File: config.mk
export PLATFORM = sky130hd
export DESIGN_NAME = pirq_ctrl
export DESIGN_NICKNAME = d
export VERILOG_FILES = /design/src/logic/pirq_pkg.sv /design/src/logic/pirq_ctrl.sv
export SDC_FILE = /design/constraint.sdc
export NUM_CORES = 1
export LEC_CHECK = 0
export BUFFER_PORTS_ARGS = -buffer_cell sky130_fd_sc_hd__buf_4
export CAP_MARGIN = 40
export CORE_UTILIZATION = 35
export CTS_BUF_LIST = sky130_fd_sc_hd__clkbuf_2
export CTS_CLUSTER_DIAMETER = 50
export CTS_CLUSTER_SIZE = 20
export DETAILED_ROUTE_END_ITERATION = 10
export PLACE_DENSITY = 0.65
export SYNTH_ARGS = -nofsm -noshare
export SYNTH_HDL_FRONTEND = slang
export SYNTH_SLANG_ARGS = --single-unit
File: constraint.sdc
create_clock -name pclk -period 8.2 [get_ports pclk]
set_input_delay 0.82 -clock pclk [delete_from_list [all_inputs] [get_ports pclk]]
set_output_delay 0.82 -clock pclk [all_outputs]
set_load 0.02 [all_outputs]
File: src/logic/pirq_pkg.sv
// Constants and register map of the port interrupt priority controller
//------------------------------------------------------------------
//------------------------------------------------------------------
package pirq_pkg;
  localparam int NSRC = 14;
  localparam int SRC_W = 4;
  localparam int AW = 12;
  localparam int DW = 32;
  // Register indices; byte address is four times the index
  localparam logic [7:0] IDX_REQ = 8'hc0;
  localparam logic [7:0] IDX_EN = 8'he8;
  localparam logic [7:0] IDX_POL = 8'he9;
  localparam logic [7:0] IDX_PRI = 8'hf8;
  localparam logic [7:0] IDX_CEN = 8'ha8;
  localparam logic [7:0] IDX_CPRI = 8'hb8;
  localparam logic [7:0] IDX_STAT = 8'h10;
  localparam int IDX_LSB = 2;
  // Classic enable layout: bit 7 global, bits 5..0 classic sources
  localparam int GLOBAL_EN_BIT = 7;
  localparam int NCLASSIC = 6;
  localparam logic [7:0] RST_VAL = 8'h00;
  // Status layout
  localparam int ST_VEC_LSB = 8;
  // Machine cycle length in clocks
  localparam logic [3:0] MC_CLKS = 4'hc;
  // Vector base and step
  localparam logic [15:0] VEC_BASE = 16'h0003;
  localparam logic [15:0] VEC_STEP = 16'h0008;
  // Source numbering
  localparam logic [3:0] S_EXT0 = 4'h0, S_TF0 = 4'h1, S_EXT1 = 4'h2;
  localparam logic [3:0] S_TF1 = 4'h3, S_SER = 4'h4, S_TF2 = 4'h5;
  localparam logic [3:0] S_EXT2 = 4'h6, S_EXT3 = 4'h7, S_EXT4 = 4'h8;
  localparam logic [3:0] S_EXT5 = 4'h9, S_EXT6 = 4'ha, S_EXT7 = 4'hb;
  localparam logic [3:0] S_EXT8 = 4'hc, S_EXT9 = 4'hd;
  localparam logic [3:0] S_NONE = 4'hf;
  // Polling order, first entry wins
  localparam logic [3:0] POLL [NSRC] = '{S_EXT0, S_EXT5, S_TF0,
    S_EXT6, S_EXT1, S_EXT2, S_EXT7, S_TF1, S_SER, S_TF2, S_EXT3,
    S_EXT8, S_EXT4, S_EXT9};
  typedef enum logic [1:0] {
    PIRQ_IDLE = 2'b00,
    PIRQ_REQ  = 2'b01
  } pirq_state_e;
endpackage

File: src/logic/pirq_ctrl.sv
// Port interrupt priority controller with APB register access
`timescale 1ns/1ps
module pirq_ctrl
(
  input  wire logic                       pclk,
  input  wire logic                       presetn,
  input  wire logic                       clk_en,
  input  wire logic                       psel,
  input  wire logic                       penable,
  input  wire logic                       pwrite,
  input  wire logic [pirq_pkg::AW-1:0]    paddr,
  input  wire logic [pirq_pkg::DW-1:0]    pwdata,
  output logic                            pready,
  output logic [pirq_pkg::DW-1:0]         prdata,
  output logic                            pslverr,
  input  wire logic [7:0]                 port_pins,
  input  wire logic                       external_zero,
  input  wire logic                       external_one,
  input  wire logic                       timer_zero_overflow,
  input  wire logic                       timer_one_overflow,
  input  wire logic                       timer_two_overflow,
  input  wire logic                       serial_port_irq,
  input  wire logic                       power_down,
  input  wire logic                       cpu_ack,
  input  wire logic                       cpu_reti,
  output logic                            irq_req,
  output logic [15:0]                     irq_vector,
  output logic                            irq_high,
  output logic                            wake_up
);
  import pirq_pkg::*;

  //------------------------------------------------------------
  // Registers and state
  //------------------------------------------------------------
  logic [7:0]  port_irq_request_flags;
  logic [7:0]  port_irq_enables;
  logic [7:0]  port_irq_polarity;
  logic [7:0]  port_irq_priority;
  logic [7:0]  classic_enables;
  logic [7:0]  classic_priority;
  logic [3:0]  mc_count;
  logic        mc_tick;
  logic [7:0]  active_prev;
  logic [7:0]  active_now;
  logic [7:0]  recognised;
  logic        in_svc_hi;
  logic        in_svc_lo;
  logic [3:0]  cur_src;
  pirq_state_e state;

  logic        apb_access;
  logic        apb_write;
  logic [7:0]  reg_idx;
  logic        idx_ok;
  logic [7:0]  wbyte;
  logic [7:0]  rd_byte;
  logic [15:0] stat_word;

  logic [NSRC-1:0] pend;
  logic [NSRC-1:0] prio;
  logic [3:0]  sel_hi;
  logic [3:0]  sel_lo;
  logic [3:0]  next_src;
  logic        next_valid;
  logic        next_high;

  //------------------------------------------------------------
  // Machine cycle timing
  //------------------------------------------------------------
  // Tick once every machine cycle
  always_ff @(posedge pclk or negedge presetn) begin
    if (!presetn) begin
      mc_count <= 4'h0;
    end else if (clk_en) begin
      if (mc_count == MC_CLKS - 4'h1) begin
        mc_count <= 4'h0;
      end else begin
        mc_count <= mc_count + 4'h1;
      end
    end
  end

  assign mc_tick = (mc_count == MC_CLKS - 4'h1);

  //------------------------------------------------------------
  // Port line level detection
  //------------------------------------------------------------
  // Polarity bit high selects active high
  assign active_now = ~(port_pins ^ port_irq_polarity);

  // Sample active level once per machine cycle
  always_ff @(posedge pclk or negedge presetn) begin
    if (!presetn) begin
      active_prev <= RST_VAL;
    end else if (clk_en && mc_tick) begin
      active_prev <= active_now;
    end
  end

  // Active at two samples a machine cycle apart
  assign recognised = active_prev & active_now;

  //------------------------------------------------------------
  // APB decode
  //------------------------------------------------------------
  assign apb_access = psel && penable && pready;
  assign apb_write = apb_access && pwrite;
  assign reg_idx = paddr[IDX_LSB +: 8];
  assign wbyte = pwdata[7:0];

  // Known word-aligned register indices
  always_comb begin
    idx_ok = (paddr[IDX_LSB-1:0] == '0) && (paddr[AW-1] == 1'b0);
    case (reg_idx)
      IDX_REQ, IDX_EN, IDX_POL, IDX_PRI,
      IDX_CEN, IDX_CPRI, IDX_STAT: idx_ok = idx_ok;
      default: idx_ok = 1'b0;
    endcase
  end

  //------------------------------------------------------------
  // Request flags
  //------------------------------------------------------------
  // Hardware set wins over a software write in the same cycle
  always_ff @(posedge pclk or negedge presetn) begin
    if (!presetn) begin
      port_irq_request_flags <= RST_VAL;
    end else if (clk_en) begin
      if (apb_write && idx_ok && reg_idx == IDX_REQ) begin
        port_irq_request_flags <= wbyte;
      end
      if (mc_tick) begin
        port_irq_request_flags <= (apb_write && idx_ok
          && reg_idx == IDX_REQ ? wbyte : port_irq_request_flags)
          | (recognised & port_irq_enables);
      end
    end
  end

  //------------------------------------------------------------
  // Configuration registers
  //------------------------------------------------------------
  // Port enables, one bit per extra interrupt
  always_ff @(posedge pclk or negedge presetn) begin
    if (!presetn) begin
      port_irq_enables <= RST_VAL;
    end else if (clk_en && apb_write && idx_ok
                 && reg_idx == IDX_EN) begin
      port_irq_enables <= wbyte;
    end
  end

  // Port polarity, one bit per pin
  always_ff @(posedge pclk or negedge presetn) begin
    if (!presetn) begin
      port_irq_polarity <= RST_VAL;
    end else if (clk_en && apb_write && idx_ok
                 && reg_idx == IDX_POL) begin
      port_irq_polarity <= wbyte;
    end
  end

  // Port priority, one level bit per extra interrupt
  always_ff @(posedge pclk or negedge presetn) begin
    if (!presetn) begin
      port_irq_priority <= RST_VAL;
    end else if (clk_en && apb_write && idx_ok
                 && reg_idx == IDX_PRI) begin
      port_irq_priority <= wbyte;
    end
  end

  // Classic source enables and global enable
  always_ff @(posedge pclk or negedge presetn) begin
    if (!presetn) begin
      classic_enables <= RST_VAL;
    end else if (clk_en && apb_write && idx_ok
                 && reg_idx == IDX_CEN) begin
      classic_enables <= wbyte;
    end
  end

  // Classic source priorities
  always_ff @(posedge pclk or negedge presetn) begin
    if (!presetn) begin
      classic_priority <= RST_VAL;
    end else if (clk_en && apb_write && idx_ok
                 && reg_idx == IDX_CPRI) begin
      classic_priority <= wbyte;
    end
  end

  //------------------------------------------------------------
  // Source gathering and polling
  //------------------------------------------------------------
  // Fourteen requests in source order
  assign pend = {port_irq_request_flags & port_irq_enables,
                 classic_enables[NCLASSIC-1:0]
                 & {timer_two_overflow, serial_port_irq,
                    timer_one_overflow, external_one,
                    timer_zero_overflow, external_zero}};
  assign prio = {port_irq_priority,
                 classic_priority[NCLASSIC-1:0]};

  // Walk the poll list backwards so the first entry wins
  always_comb begin
    sel_hi = S_NONE;
    sel_lo = S_NONE;
    for (int k = NSRC - 1; k >= 0; k--) begin
      if (pend[POLL[k]] && prio[POLL[k]]) begin
        sel_hi = POLL[k];
      end
      if (pend[POLL[k]] && !prio[POLL[k]]) begin
        sel_lo = POLL[k];
      end
    end
  end

  // Pick a level that may preempt the routine in progress
  always_comb begin
    next_src = S_NONE;
    next_valid = 1'b0;
    next_high = 1'b0;
    if (classic_enables[GLOBAL_EN_BIT] && !in_svc_hi) begin
      if (sel_hi != S_NONE) begin
        next_src = sel_hi;
        next_valid = 1'b1;
        next_high = 1'b1;
      end else if (sel_lo != S_NONE && !in_svc_lo) begin
        next_src = sel_lo;
        next_valid = 1'b1;
      end
    end
  end

  // Vector address of a source
  function automatic logic [15:0] vec_of(input logic [3:0] s);
    logic [15:0] slot;
    slot = {12'h000, s};
    if (s >= S_EXT2) begin
      slot = slot + 16'h0001;
    end
    vec_of = VEC_BASE + 16'(slot * VEC_STEP);
  endfunction

  //------------------------------------------------------------
  // Request to the CPU core
  //------------------------------------------------------------
  // Offer at a machine cycle boundary, after the flag settled
  always_ff @(posedge pclk or negedge presetn) begin
    if (!presetn) begin
      state <= PIRQ_IDLE;
      irq_req <= 1'b0;
      irq_vector <= 16'h0000;
      irq_high <= 1'b0;
      cur_src <= S_NONE;
    end else if (clk_en) begin
      case (state)
        PIRQ_IDLE: begin
          if (mc_tick && next_valid) begin
            state <= PIRQ_REQ;
            irq_req <= 1'b1;
            irq_vector <= vec_of(next_src);
            irq_high <= next_high;
            cur_src <= next_src;
          end
        end
        PIRQ_REQ: begin
          if (cpu_ack) begin
            state <= PIRQ_IDLE;
            irq_req <= 1'b0;
          end else if (mc_tick) begin
            if (next_valid) begin
              irq_vector <= vec_of(next_src);
              irq_high <= next_high;
              cur_src <= next_src;
            end else begin
              state <= PIRQ_IDLE; // Request went away
              irq_req <= 1'b0;
            end
          end
        end
        default: begin
          state <= PIRQ_IDLE;
          irq_req <= 1'b0;
        end
      endcase
    end
  end

  //------------------------------------------------------------
  // In-service levels
  //------------------------------------------------------------
  // Ack marks a level busy; return frees the highest one
  always_ff @(posedge pclk or negedge presetn) begin
    if (!presetn) begin
      in_svc_hi <= 1'b0;
      in_svc_lo <= 1'b0;
    end else if (clk_en) begin
      if (cpu_ack && irq_req) begin
        if (irq_high) begin
          in_svc_hi <= 1'b1;
        end else begin
          in_svc_lo <= 1'b1;
        end
      end else if (cpu_reti) begin
        if (in_svc_hi) begin
          in_svc_hi <= 1'b0;
        end else begin
          in_svc_lo <= 1'b0;
        end
      end
    end
  end

  //------------------------------------------------------------
  // Power-down wake
  //------------------------------------------------------------
  // Any enabled port line at its active level wakes the chip
  always_ff @(posedge pclk or negedge presetn) begin
    if (!presetn) begin
      wake_up <= 1'b0;
    end else if (clk_en) begin
      wake_up <= power_down
                 && |(active_now & port_irq_enables);
    end
  end

  //------------------------------------------------------------
  // APB read and response
  //------------------------------------------------------------
  assign stat_word = {irq_vector[7:0], 2'b00, in_svc_hi,
                      in_svc_lo, cur_src};

  // Read mux
  always_comb begin
    case (reg_idx)
      IDX_REQ: rd_byte = port_irq_request_flags;
      IDX_EN: rd_byte = port_irq_enables;
      IDX_POL: rd_byte = port_irq_polarity;
      IDX_PRI: rd_byte = port_irq_priority;
      IDX_CEN: rd_byte = classic_enables;
      IDX_CPRI: rd_byte = classic_priority;
      default: rd_byte = 8'h00;
    endcase
  end

  // One wait state, then ready with data or error
  always_ff @(posedge pclk or negedge presetn) begin
    if (!presetn) begin
      pready <= 1'b0;
      prdata <= '0;
      pslverr <= 1'b0;
    end else if (clk_en) begin
      if (psel && penable && !pready) begin
        pready <= 1'b1;
        pslverr <= !idx_ok;
        if (!pwrite && idx_ok && reg_idx == IDX_STAT) begin
          prdata <= {16'h0000, stat_word};
        end else if (!pwrite && idx_ok) begin
          prdata <= {24'h00_0000, rd_byte};
        end else begin
          prdata <= '0;
        end
      end else begin
        pready <= 1'b0;
        pslverr <= 1'b0;
      end
    end
  end

endmodule

## Word level (Yosys, flattened, before mapping)

Cells that the tools add are included.

- Register bits: 121
- Input bits: 67
- Output and inout port bits: 53
- Word-level logic and storage cells: 219

- Add/subtract/negate cells: 4
- Magnitude comparators: 1
- Mux-type cells: 86
- Reduce and logical (&&, ||, !) cells: 80
- Equality and inequality tests: 20
- Bitwise gates (word level): 9

Operator list:

| operator | number |
|---|---|
| $mux 4 | 34 |
| $mux 13 | 8 |
| $mux 16 | 5 |
| $logic_and 1x1->1 | 50 |
| $eq 8x8->1 const B | 6 |
| $pmux 8 s6 | 1 |
| $add 2x16->16 const A | 2 |
| $and 8x8->8 | 4 |
| $pmux 16 s2 | 1 |
| $mux 8 | 3 |
| $mux 1 | 23 |
| $logic_not 1->1 | 19 |
| $mux 2 | 6 |
| $ne 2x2->1 const B | 6 |
| $eq 8x5->1 const B | 1 |
| $ne 4x4->1 const B | 2 |
| $not 8->8 | 1 |
| $or 8x8->8 | 1 |
| $pmux 4 s2 | 1 |
| $reduce_and 4->1 | 2 |
| $reduce_or 8->1 | 1 |
| $xor 8x8->8 | 1 |
| $reduce_or 7->1 | 1 |
| $and 6x6->6 | 1 |
| 16 further kinds | 20 |

## Longest topological paths before layout

Gate-level depths: netlist of the first run.

- Depth in word-level cells: 33
- Mapped depth: 12

## Worst setup path after synthesis of the first run

OpenSTA, ideal clock, no wires.

- Path type: in2reg
- Start point: input timer_two_overflow
- End point: register irq_vector[4]
- Slack: 4.806 ns
- Path buffers: 0
- Stages: 12
- Data arrival time: 3.253 ns
- Required time: 8.058 ns
- Cell sequence: and3_2 -> a211o_1 -> or4b_4 -> or3_1 -> o21ai_1 -> inv_1 -> or3_1 -> ha_1 -> nor2_1 -> o211a_1 -> nand3b_1 -> a31oi_1

- Longest elaborated chain between the ends: 29

RTL lines:

| what | RTL line | RTL |
|---|---|---|
| from (decl) | pirq_ctrl.sv:21 | `input wire logic timer_two_overflow,` |
| $and 6x6->6 * | pirq_ctrl.sv:200 | `& {timer_two_overflow, serial_port_irq,` |
| $logic_and 1x1->1 | pirq_ctrl.sv:214 | `if (pend[POLL[k]] && !prio[POLL[k]]) begin` |
| $mux 4 (10 in a row) | pirq_ctrl.sv:214 |  |
| $ne 4x4->1 | pirq_ctrl.sv:230 | `end else if (sel_lo != S_NONE && !in_svc_lo) begin` |
| $logic_and 1x1->1 | pirq_ctrl.sv:230 |  |
| $mux 4 | pirq_ctrl.sv:230 |  |
| $mux 4 * | pirq_ctrl.sv:226 | `if (sel_hi != S_NONE) begin` |
| $mux 4 * | pirq_ctrl.sv:225 | `if (classic_enables[GLOBAL_EN_BIT] && !in_svc_hi) begin` |
| net next_src[1] | pirq_ctrl.sv:64 | `logic [3:0] next_src;` |
| [... 4 more ...] | -- |  |
| $mux 13 | pirq_ctrl.sv:270 | `if (cpu_ack) begin` |
| $mux 13 | pirq_ctrl.sv:259 | `case (state)` |
| $mux 13 | pirq_ctrl.sv:258 | `end else if (clk_en) begin` |
| $add 2x16->16 | pirq_ctrl.sv:244 | `vec_of = VEC_BASE + 16'(slot * VEC_STEP);` |
| $mux 16 | pirq_ctrl.sv:274 | `if (next_valid) begin` |
| $mux 16 | pirq_ctrl.sv:273 | `end else if (mc_tick) begin` |
| $mux 16 | pirq_ctrl.sv:270 |  |
| $pmux 16 s2 * | pirq_ctrl.sv:259 |  |
| to (signal assigned) | pirq_ctrl.sv:264 | `irq_vector <= vec_of(next_src);` |
| to (signal assigned) | pirq_ctrl.sv:275 | `irq_vector <= vec_of(next_src);` |
| to (decl) | pirq_ctrl.sv:27 | `output logic [15:0] irq_vector,` |

The timed path passes the listed nets; every way through them passes the cells marked *. The select of a mux whose other input is x is not followed.
A chain may end at the register's enable or synchronous reset.

## Worst setup path after layout of the first run

- Start point: register port_irq_enables[5]
- End point: register irq_vector[5]

- Longest elaborated chain between the ends: 26

RTL lines:

| what | RTL line | RTL |
|---|---|---|
| from (decl) | pirq_ctrl.sv:37 | `logic [7:0] port_irq_enables;` |
| from (signal assigned) | pirq_ctrl.sv:150 | `port_irq_enables <= wbyte;` |
| $and 8x8->8 * | pirq_ctrl.sv:198 | `assign pend = {port_irq_request_flags & port_irq_enables,` |
| $logic_and 1x1->1 | pirq_ctrl.sv:214 |  |
| $mux 4 (7 in a row) | pirq_ctrl.sv:214 |  |
| $ne 4x4->1 | pirq_ctrl.sv:230 |  |
| $logic_and 1x1->1 | pirq_ctrl.sv:230 |  |
| $mux 4 | pirq_ctrl.sv:230 |  |
| $mux 4 * | pirq_ctrl.sv:226 |  |
| $mux 4 * | pirq_ctrl.sv:225 |  |
| net next_src[1] | pirq_ctrl.sv:64 |  |
| [... 4 more ...] | -- |  |
| $mux 13 | pirq_ctrl.sv:270 |  |
| $mux 13 | pirq_ctrl.sv:259 |  |
| $mux 13 | pirq_ctrl.sv:258 |  |
| $add 2x16->16 | pirq_ctrl.sv:244 |  |
| $mux 16 | pirq_ctrl.sv:274 |  |
| $mux 16 | pirq_ctrl.sv:273 |  |
| $mux 16 | pirq_ctrl.sv:270 |  |
| $pmux 16 s2 * | pirq_ctrl.sv:259 |  |

Marks and branches as above.

==> out/summary.txt, run 1 <==
Syn Std Cell Area - 0.00512 mm^2
Seq/Total Area, Yosys - 44.6%
Final period util - 41.8%
Largest fanout on the critical path - 5
Worst-path clk slew - 0.26 ns
Initial core utilization - 36.3%
Htree depth - 3
M3 GR Usage - 4.29%
Synth unique cells - 64
Most common cell on crit path - or3_1
Most used routing layer - met2
Post-CTS Resized - 0
YS warnings - 0
Slowest CP cell - or4b_4
CP delay by family, top - simple AND/OR/NAND/NOR gates
Cell Pwr Density - 142 mW/mm^2
Routed length per instance - 18.3 um
DRC errors left - 0
WP buf/inv - 1
Grt total ovfl - 0
Num CTS Buffers - 9
Later-pin clock latency in the skew report - 0.60 ns
Placed wire-length estimate - 10300 um
Min Tclk post-route - 3.43 ns
Initial antenna violation count - 0
Largest net degree at the start of global routing - 66
Primary FF master, synth - dfrtp_1
Post-layout util - 41.5%
# diodes - 0
M2 GR Usage - 30.5%
Fin Hold WS - 0.0854 ns
Hold Fails Final Rpt - 0
Core Area - 0.0141 mm^2
Mapped Avg Cell Area - 10.4 um^2
Setup TNS - 0 ns
# hold bufs at CTS - 0
Levels on crit path - 12
Non-Filler Instances - 744
Area delta synth->final - 14.2%
Share of layout cells above drive strength 1 - 26.6%
Placed Area - 0.00573 mm^2
Final Max Tran Viols - 0
Final instance area - 0.00585 mm^2
Slew headroom - 44.9%
Die Span Y - 123 um
Via count - 4148
Placer Congestion - 0.928
CTS sink cnt - 91
Placed Cells - 728
CTS max path bufs - 2
Max Cap Viol - 0
Worst Setup End Kind - flip-flop
VDD IR max - 0.0915 mV
Mapped Cells - 491
Final wirelength - 13600 um
Fin Clk Skew - 0.0282 ns
DR pass1 iterations - 5
CP cell instances - nand3_1 -> nand2_1 -> or4b_4 -> or3_1 -> o21ai_1 -> inv_1 -> or3_1 -> ha_1 -> nor2_1 -> o211a_1 -> a21o_1 -> a31o_1
Async set-or-reset flop fraction in the synthesized netlist - 100%
Crit Path Category - reg -> reg
Critical path's largest stage delay - 0.54 ns
Die Width - 123 um
Number of global-route vias before repair - 3969
Io pins - 120
Crit start category - flip-flop
Initial DRC Count - 341
Required time worst endpoint - 8.74 ns
Via/cell ratio - 5.58
RSZ-0062 raised after global routing - no
CP Data Arrival Time - 3.97 ns
Synthesis-stage register bit count - 91
Post-route ant nets - 0
Worst Max-Slew Pin Slew - 0.826 ns
Lkg Pwr - 0.00293 uW
TritonCTS clock tree - built
GRT met1 Usage - 27.1%
First-pass GRT wire length - 21800 um
Status - finished, final reports clean
Port Buffers - 68
Post-CTS setup buffers - 0
Final setup vio count - 0
Number of synthesized flops with an enable pin - 0
Die area - 0.0151 mm^2
Row Count - 43
GRT Util Overall - 19.5%
Worst r2r path cells - 12
Worst min path class - in -> async
Max Clk Rate - 292 MHz
Fin nets - 629
Root Buffer - clkbuf_2
-- cell usage in the layout, fill, tap and decap left out, types with 14 or more instances in the layout --
cell type,count
dfrtp_1,87
nand3_1,29
mux2_2,44
nand2_1,52
a21oi_1,18
conb_1,26
a22o_1,18
a22oi_1,14
buf_4,73
nor2_1,20
-- Yosys cell counts, drive strengths merged, types with 2 or more instances --
| cell type | instances | area, um^2 |
|---|---|---|
| and2 | 8 | 50.1 |
| nand2 | 52 | 195 |
| or3 | 4 | 25.0 |
| mux4 | 6 | 139 |
| buf | 32 | 228 |
| nor4 | 4 | 52.6 |
| clkbuf | 9 | 33.8 |
| nor2b | 4 | 25.0 |
| nand3b | 9 | 67.6 |
| inv | 9 | 33.8 |
| dfrtp | 87 | 2180 |
| a22oi | 14 | 105 |
| nand3 | 29 | 145 |
| or4 | 2 | 15.0 |
| ha | 3 | 37.5 |
| nor2 | 20 | 75.1 |
| nor3b | 5 | 37.5 |
| o211ai | 7 | 52.6 |
| a21oi | 18 | 90.1 |
| nor3 | 7 | 40.0 |
| nand4 | 7 | 43.8 |
| and3 | 8 | 56.3 |
| a31oi | 3 | 18.8 |
| a22o | 18 | 158 |
| dfstp | 4 | 105 |
| and3b | 10 | 87.6 |
| o21a | 2 | 15.0 |
| o21ai | 14 | 70.1 |
| o41ai | 2 | 17.5 |
| xnor2 | 8 | 70.1 |
| a21o | 3 | 22.5 |
| a31o | 3 | 26.3 |
| mux2 | 51 | 574 |
| a211o | 3 | 26.3 |
| nand2b | 8 | 50.1 |
-- state kept, by name, summed over array words and instances, names as in the netlist, 4 cells and up --
| name | count |
|---|---|
| prdata | 14 |
| active_prev | 8 |
| classic_enables | 8 |
| classic_priority | 8 |
| port_irq_enables | 8 |
| port_irq_polarity | 8 |
| port_irq_priority | 8 |
| port_irq_request_flags | 8 |
| irq_vector | 6 |
| cur_src | 4 |
| mc_count | 4 |
-- report_power, final --
part	switching, uW	total [uW]	internal [uW]
registers	18.8	496	477
clock network	163	233	69.3
logic	56.7	102	45.6
total	239	830	592
-- routing by layer --
metal  wire length [um]  share of wire, %  up-vias
li1                   -                 -     1897
met3                994               7.3       16
met5                  0                 0        -
met2               6240                46      187
met4                173               1.3        0
met1               6230                46     2048
-- cells by family after synthesis --
| logic type | share of synthesized area [%] |
|---|---|
| mux | 14.1 |
| simple gates | 19.8 |
| buf+inv | 5.77 |
| fa+ha+maj | 0.733 |
| xor+xnor | 1.37 |
| flops | 44.6 |
| compound gates | 13.6 |
| other cells | 0.0732 |
-- through the flow --
| step | power, uW | worst slack [ns] |
|---|---|---|
| floorplan | 567 | 4.81 |
| global placement | 598 | 4.00 |
| detailed placement | 606 | 4.30 |
| CTS | 838 | 4.82 |
| global route | 869 | 4.61 |
| finish | 830 | 4.77 |
-- final timing paths --
path / endpoint / slack (ns) / startpoint
worst max-delay path: irq_vector[5] / 4.77 / port_irq_enables[5]
worst min-delay path: classic_enables[6] / 0.09 / presetn
worst max register to register: irq_vector[5] / 4.77 / port_irq_enables[5]
worst min register to register: cur_src[1] / 0.51 / cur_src[1]
max in group asynchronous: prdata[11] / 6.97 / presetn
min in group pclk: wake_up / 0.43 / power_down
-- area by class of cell --
type | count | area [um^2]
clock buffers | 9 | 45.0
inverters | 9 | 33.8
flip-flops and latches | 91 | 2280
well taps | 180 | 225
repair buffers | 73 | 548
fillers | 1398 | 8250
multi-input cells | 375 | 2640
clock inverters | 7 | 68.8
(Power assumes the default switching activity.)
==> inputs of run 2 (changes only) <==
==> constraint.sdc (replaced) <==
create_clock -name pclk -period 3.5 [get_ports pclk]
set_input_delay 0.35 -clock pclk [delete_from_list [all_inputs] [get_ports pclk]]
set_output_delay 0.35 -clock pclk [all_outputs]
set_load 0.02 [all_outputs]
==> out/summary.txt, run 2 (synthesized netlist as in run 1, its figures left out) <==
Reg2Reg Setup Slack - 0.23 ns
Worst-path clk slew - 0.29 ns
Num CTS Buffers - 9
Worst Max-Slew Pin Slew - 0.646 ns
Seq. cell area - 0.00228 mm^2
Largest reg by FF count - prdata
Initial antenna violation count - 0
R2R Path End - irq_vector[5]
Fin Clk Skew - 0.0390 ns
Die Width - 123 um
TritonCTS clock tree - built
Crit start category - flip-flop
Crit Path Category - reg -> reg
Placed Cells - 738
Core Area - 0.0141 mm^2
Required time worst endpoint - 4.06 ns
Placed Area - 0.00583 mm^2
# diodes - 0
Fin Hold WS - 0.0333 ns
Fin nets - 650
Later-pin clock latency in the skew report - 0.61 ns
Final setup vio count - 0
Max reg flops - 14
Final wirelength - 14000 um
Setup crit start - port_irq_request_flags[4]
RSZ-0062 raised after global routing - no
First-pass GRT wire length - 22000 um
Largest fanout on the critical path - 4
Number of global-route vias before repair - 3980
Placer Congestion - 0.899
Most common cell after layout, fill and taps aside - dfrtp_1
Worst Setup End Kind - flip-flop
Hold Fails Final Rpt - 0
Htree depth - 3
Worst min path class - in -> reg
Min Tclk post-route - 3.27 ns
Row Count - 43
Largest net degree at the start of global routing - 70
Routed length per instance - 18.3 um
Final Max Tran Viols - 0
VDD IR max - 0.195 mV
Slew headroom - 56.3%
Non-Filler Instances - 765
Worst r2r path cells - 12
Worst setup path endpoint - irq_vector[5]
Max Cap Viol - 0
Io pins - 120
Port Buffers - 68
Die Span Y - 123 um
Placed wire-length estimate - 10700 um
Root Buffer - clkbuf_2
Cell Pwr Density - 316 mW/mm^2
DR pass1 iterations - 5
CTS sink cnt - 91
Most frequent cells in the layout - 86 x dfrtp_1, 83 x buf_4, 52 x nand2_1, 44 x mux2_2, 29 x nand3_1
CP Data Arrival Time - 3.83 ns
GRT Util Overall - 19.6%
Multi-input gate area - 0.00265 mm^2
Initial core utilization - 36.3%
Lkg Pwr - 0.00303 uW
Status - finished, final reports clean
Initial DRC Count - 254
Die area - 0.0151 mm^2
Area delta synth->final - 17.9%
R2R Path Start - port_irq_request_flags[4]
Pre-CTS setup slack - 0.159 ns
Final period util - 93.5%
Setup TNS - 0 ns
Via/cell ratio - 5.52
Grt total ovfl - 0
Via count - 4226
# fillers - 1344
Max Clk Rate - 306 MHz
Setup ws final - 0.229 ns
CTS max path bufs - 2
DRC errors left - 0
Final instance area - 0.00604 mm^2
Post-route ant nets - 0
Share of layout cells above drive strength 1 - 28.0%
[run 2: cell types whose count changed in the layout (fill, tap and decap cells not counted)]
| cell | delta |
|---|---|
| buf_16 | +1 |
| o21ai_1 | -1 |
| buf_4 | +10 |
| clkinv_4 | -2 |
| clkinv_1 | -1 |
| bufinv_16 | -1 |
| dlygate4sd3_1 | +10 |
| o21ai_2 | +1 |
| dfrtp_1 | -1 |
| inv_6 | +3 |
| dfrtp_2 | +1 |
| clkinvlp_4 | +1 |
[run 2: through the flow]
| step | util [%] | power [uW] |
|---|---|---|
| 2_1_floorplan | - | 1330 |
| 3_3_place_gp | 41.1 | 1400 |
| 3_5_place_dp | 41.3 | 1420 |
| 4_1_cts | 42.6 | 1920 |
| 5_1_grt | 42.8 | 2000 |
| 6_report | 42.8 | 1910 |
[run 2: worst min path at each step]
stage | start | end | slack [ns] | cells after the start
after CTS | pwdata[4] | port_irq_request_flags[4] | 0.0008 | 3
after detailed placement | presetn | port_irq_priority[1] | 0.20 | 1
after floorplan | presetn | active_prev[0] | 0.05 | 0
final | pwdata[1] | port_irq_request_flags[1] | 0.03 | 3
after global routing | pwdata[2] | classic_priority[2] | 0.0004 | 2
after global placement | classic_priority[7] | classic_priority[7] | 0.47 | 1
[run 2: area by class of cell]
cell class | instances | share of cell area [%]
inverters | 9 | 0.560
multi-input cells | 375 | 43.8
flip-flops and latches | 91 | 37.8
repair buffers | 94 | 12.4
clock inverters | 7 | 0.850
well taps | 180 | 3.73
clock buffers | 9 | 0.746
[run 2: layer usage]
layer / part of all wire [%] / vias up / track usage, %
li1: - / 1944 / -
met1: 45 / 2080 / 26.9
met2: 45 / 184 / 30.7
met3: 7.8 / 18 / 4.43
met4: 2.1 / 0 / 6.10
met5: 0 / - / 0
[run 2: repair_timing]
item                       4_1_cts  5_1_grt
hold endpoints to repair       101        6
buffers inserted                 0        1
gates resized for setup          0        2
setup endpoints to repair        0        3
hold buffers                     8        2
[run 2: critical path, cell delays in order (launching register included)]
cell and delay, ns:
dfrtp_1 0.50, nand3_1 0.17, nand3_1 0.15, or4b_4 0.51
or3_1 0.43, o21ai_2 0.21, inv_1 0.07, or3_1 0.38
ha_1 0.21, nor2_1 0.11, o211a_1 0.21, a21o_1 0.14
a31o_1 0.13
[run 2: power by group]
part           total [uW]  internal (uW)  leakage [uW]  switching (uW)
clock network         493           98.7     0.0000591             395
logic                 251            117       0.00173             134
registers            1160           1120       0.00124            44.0
total                1910           1330       0.00303             573
==> inputs of run 3 (changes only) <==
--- a/config.mk
+++ b/config.mk
@@ -12,7 +12,6 @@
 export CTS_CLUSTER_DIAMETER = 50
 export CTS_CLUSTER_SIZE = 20
 export DETAILED_ROUTE_END_ITERATION = 10
-export PLACE_DENSITY = 0.65
 export SYNTH_ARGS = -nofsm -noshare
 export SYNTH_HDL_FRONTEND = slang
 export SYNTH_SLANG_ARGS = --single-unit
==> out/summary.txt, run 3 (synthesized netlist as in run 1, its figures left out) <==
Status - finished, final reports clean
WP buf/inv - 1
Largest fanout on the critical path - 6
Initial antenna violation count - 0
Largest net degree at the start of global routing - 61
Crit Path Category - reg -> reg
Row Count - 43
Fin Hold WS - 0.0403 ns
GRT Util Overall - 19.5%
DRC errors left - 0
Final setup vio count - 0
Register share of total power - 59.4%
CP delay by family, top - simple AND/OR/NAND/NOR gates
Max reg flops - 14
DR pass1 iterations - 4
Htree depth - 3
Reg2Reg Setup Slack - 0.21 ns
Fin nets - 646
First-pass GRT wire length - 21600 um
# fillers - 1347
Final Max Tran Viols - 0
CP cell instances - nand3_1 -> a211o_1 -> or4b_4 -> nor4_2 -> or3b_1 -> a31o_1 -> inv_1 -> ha_1 -> nor2_1 -> o211a_1 -> or4_1 -> nand3_1
Required time worst endpoint - 4.04 ns
CTS sink cnt - 91
Multi-input gate area - 0.00265 mm^2
RSZ-0062 raised after global routing - no
Clock power share - 27.8%
Io pins - 120
Grt total ovfl - 0
Routed length per instance - 18.3 um
Most common cell after layout, fill and taps aside - dfrtp_1
Post-CTS setup buffers - 0
Most frequent cells in the layout - 87 x dfrtp_1, 80 x buf_4, 52 x nand2_1, 44 x mux2_2, 29 x nand3_1
Combinational power share - 12.8%
Core Area - 0.0141 mm^2
VDD IR max - 0.200 mV
Largest reg by FF count - prdata
Post-route ant nets - 0
Max Cap Viol - 0
CTS max path bufs - 2
Setup TNS - 0 ns
Final wirelength - 13900 um
Crit start category - flip-flop
Lkg Pwr - 0.00301 uW
Die Span Y - 123 um
Number of global-route vias before repair - 3856
Fin Clk Skew - 0.0279 ns
Area delta synth->final - 17.2%
Worst min path class - in -> reg
Final period util - 94.1%
Initial DRC Count - 352
Switching pwr - 551 uW
P_int - 1400 uW
Seq. cell area - 0.00228 mm^2
Cell Pwr Density - 325 mW/mm^2
Root Buffer - clkbuf_2
Placer Congestion - 0.874
Power Total - 1950 uW
CP Data Arrival Time - 3.83 ns
Sw frac - 28.3%
Port Buffers - 68
Min Tclk post-route - 3.29 ns
Num CTS Buffers - 9
Placed wire-length estimate - 10500 um
Slew headroom - 44.2%
Via count - 4134
Later-pin clock latency in the skew report - 0.60 ns
# diodes - 0
Most common cell on crit path - nand3_1
Via/cell ratio - 5.44
Die area - 0.0151 mm^2
Post-CTS Resized - 0
TritonCTS clock tree - built
Hold Fails Final Rpt - 0
Max Clk Rate - 304 MHz
Slowest CP cell - dfrtp_1
Worst-path clk slew - 0.26 ns
Share of layout cells above drive strength 1 - 27.1%
Worst Max-Slew Pin Slew - 0.826 ns
Initial core utilization - 36.3%
Critical path's largest stage delay - 0.47 ns
Die Width - 123 um
Placed Cells - 735
Non-Filler Instances - 760
Worst Setup End Kind - flip-flop
## run 3: through the flow
step | worst slack [ns] | util [%] | area [um^2]
5_1_grt | 0.0147 | 42.6 | 6000
2_1_floorplan | 0.549 | - | 5210
3_3_place_gp | 0.342 | 41.1 | 5790
3_5_place_dp | 0.282 | 41.1 | 5790
4_1_cts | 0.218 | 42.4 | 5980
6_report | 0.206 | 42.6 | 6000
## run 3: metal layers
metal	routed length (um)	GRT usage, %	vias up
li1	-	-	1939
met1	6310	27.3	1996
met2	6130	29.6	176
met3	1140	3.97	23
met4	317	7.39	0
met5	0	0	-
## run 3: area by class of cell
cell class,count,area share (%)
sequential,91,38.0
clock inverter,6,1.08
multi-input combinational,375,44.1
tap,180,3.75
timing repair buffer,90,11.7
clock buffer,9,0.751
inverter,9,0.563
## run 3: timing repair
action / CTS / global route
hold endpoints to repair: 69 / 6
endpoints found under the setup margin: 0 / 0
hold buffers: 8 / 2
## run 3: worst min-delay path, delay by kind of cell
kind	cells	cell delay, ns
simple gates	2	0.10
buf+inv	1	0.08
compound gates	1	0.07
## run 3: final timing paths
kind                                                start                   end  cells after the start
min in group asynchronous                         presetn  port_irq_priority[1]                      2
max in group asynchronous                         presetn             prdata[5]                      3
worst max register to register  port_irq_request_flags[6]         irq_vector[3]                     12
worst max-delay path            port_irq_request_flags[6]         irq_vector[3]                     12
worst min register to register                 cur_src[1]            cur_src[1]                      2
worst min-delay path                              cpu_ack               irq_req                      4
## run 3: power by group through the flow
stage          combinational (uW)  clock (uW)  sequential, uW
2_1_floorplan                 160           0            1170
3_3_place_gp                  234           0            1170
3_5_place_dp                  244           0            1180
4_1_cts                       251         560            1160
5_1_grt                       274         608            1170
6_report                      249         542            1160
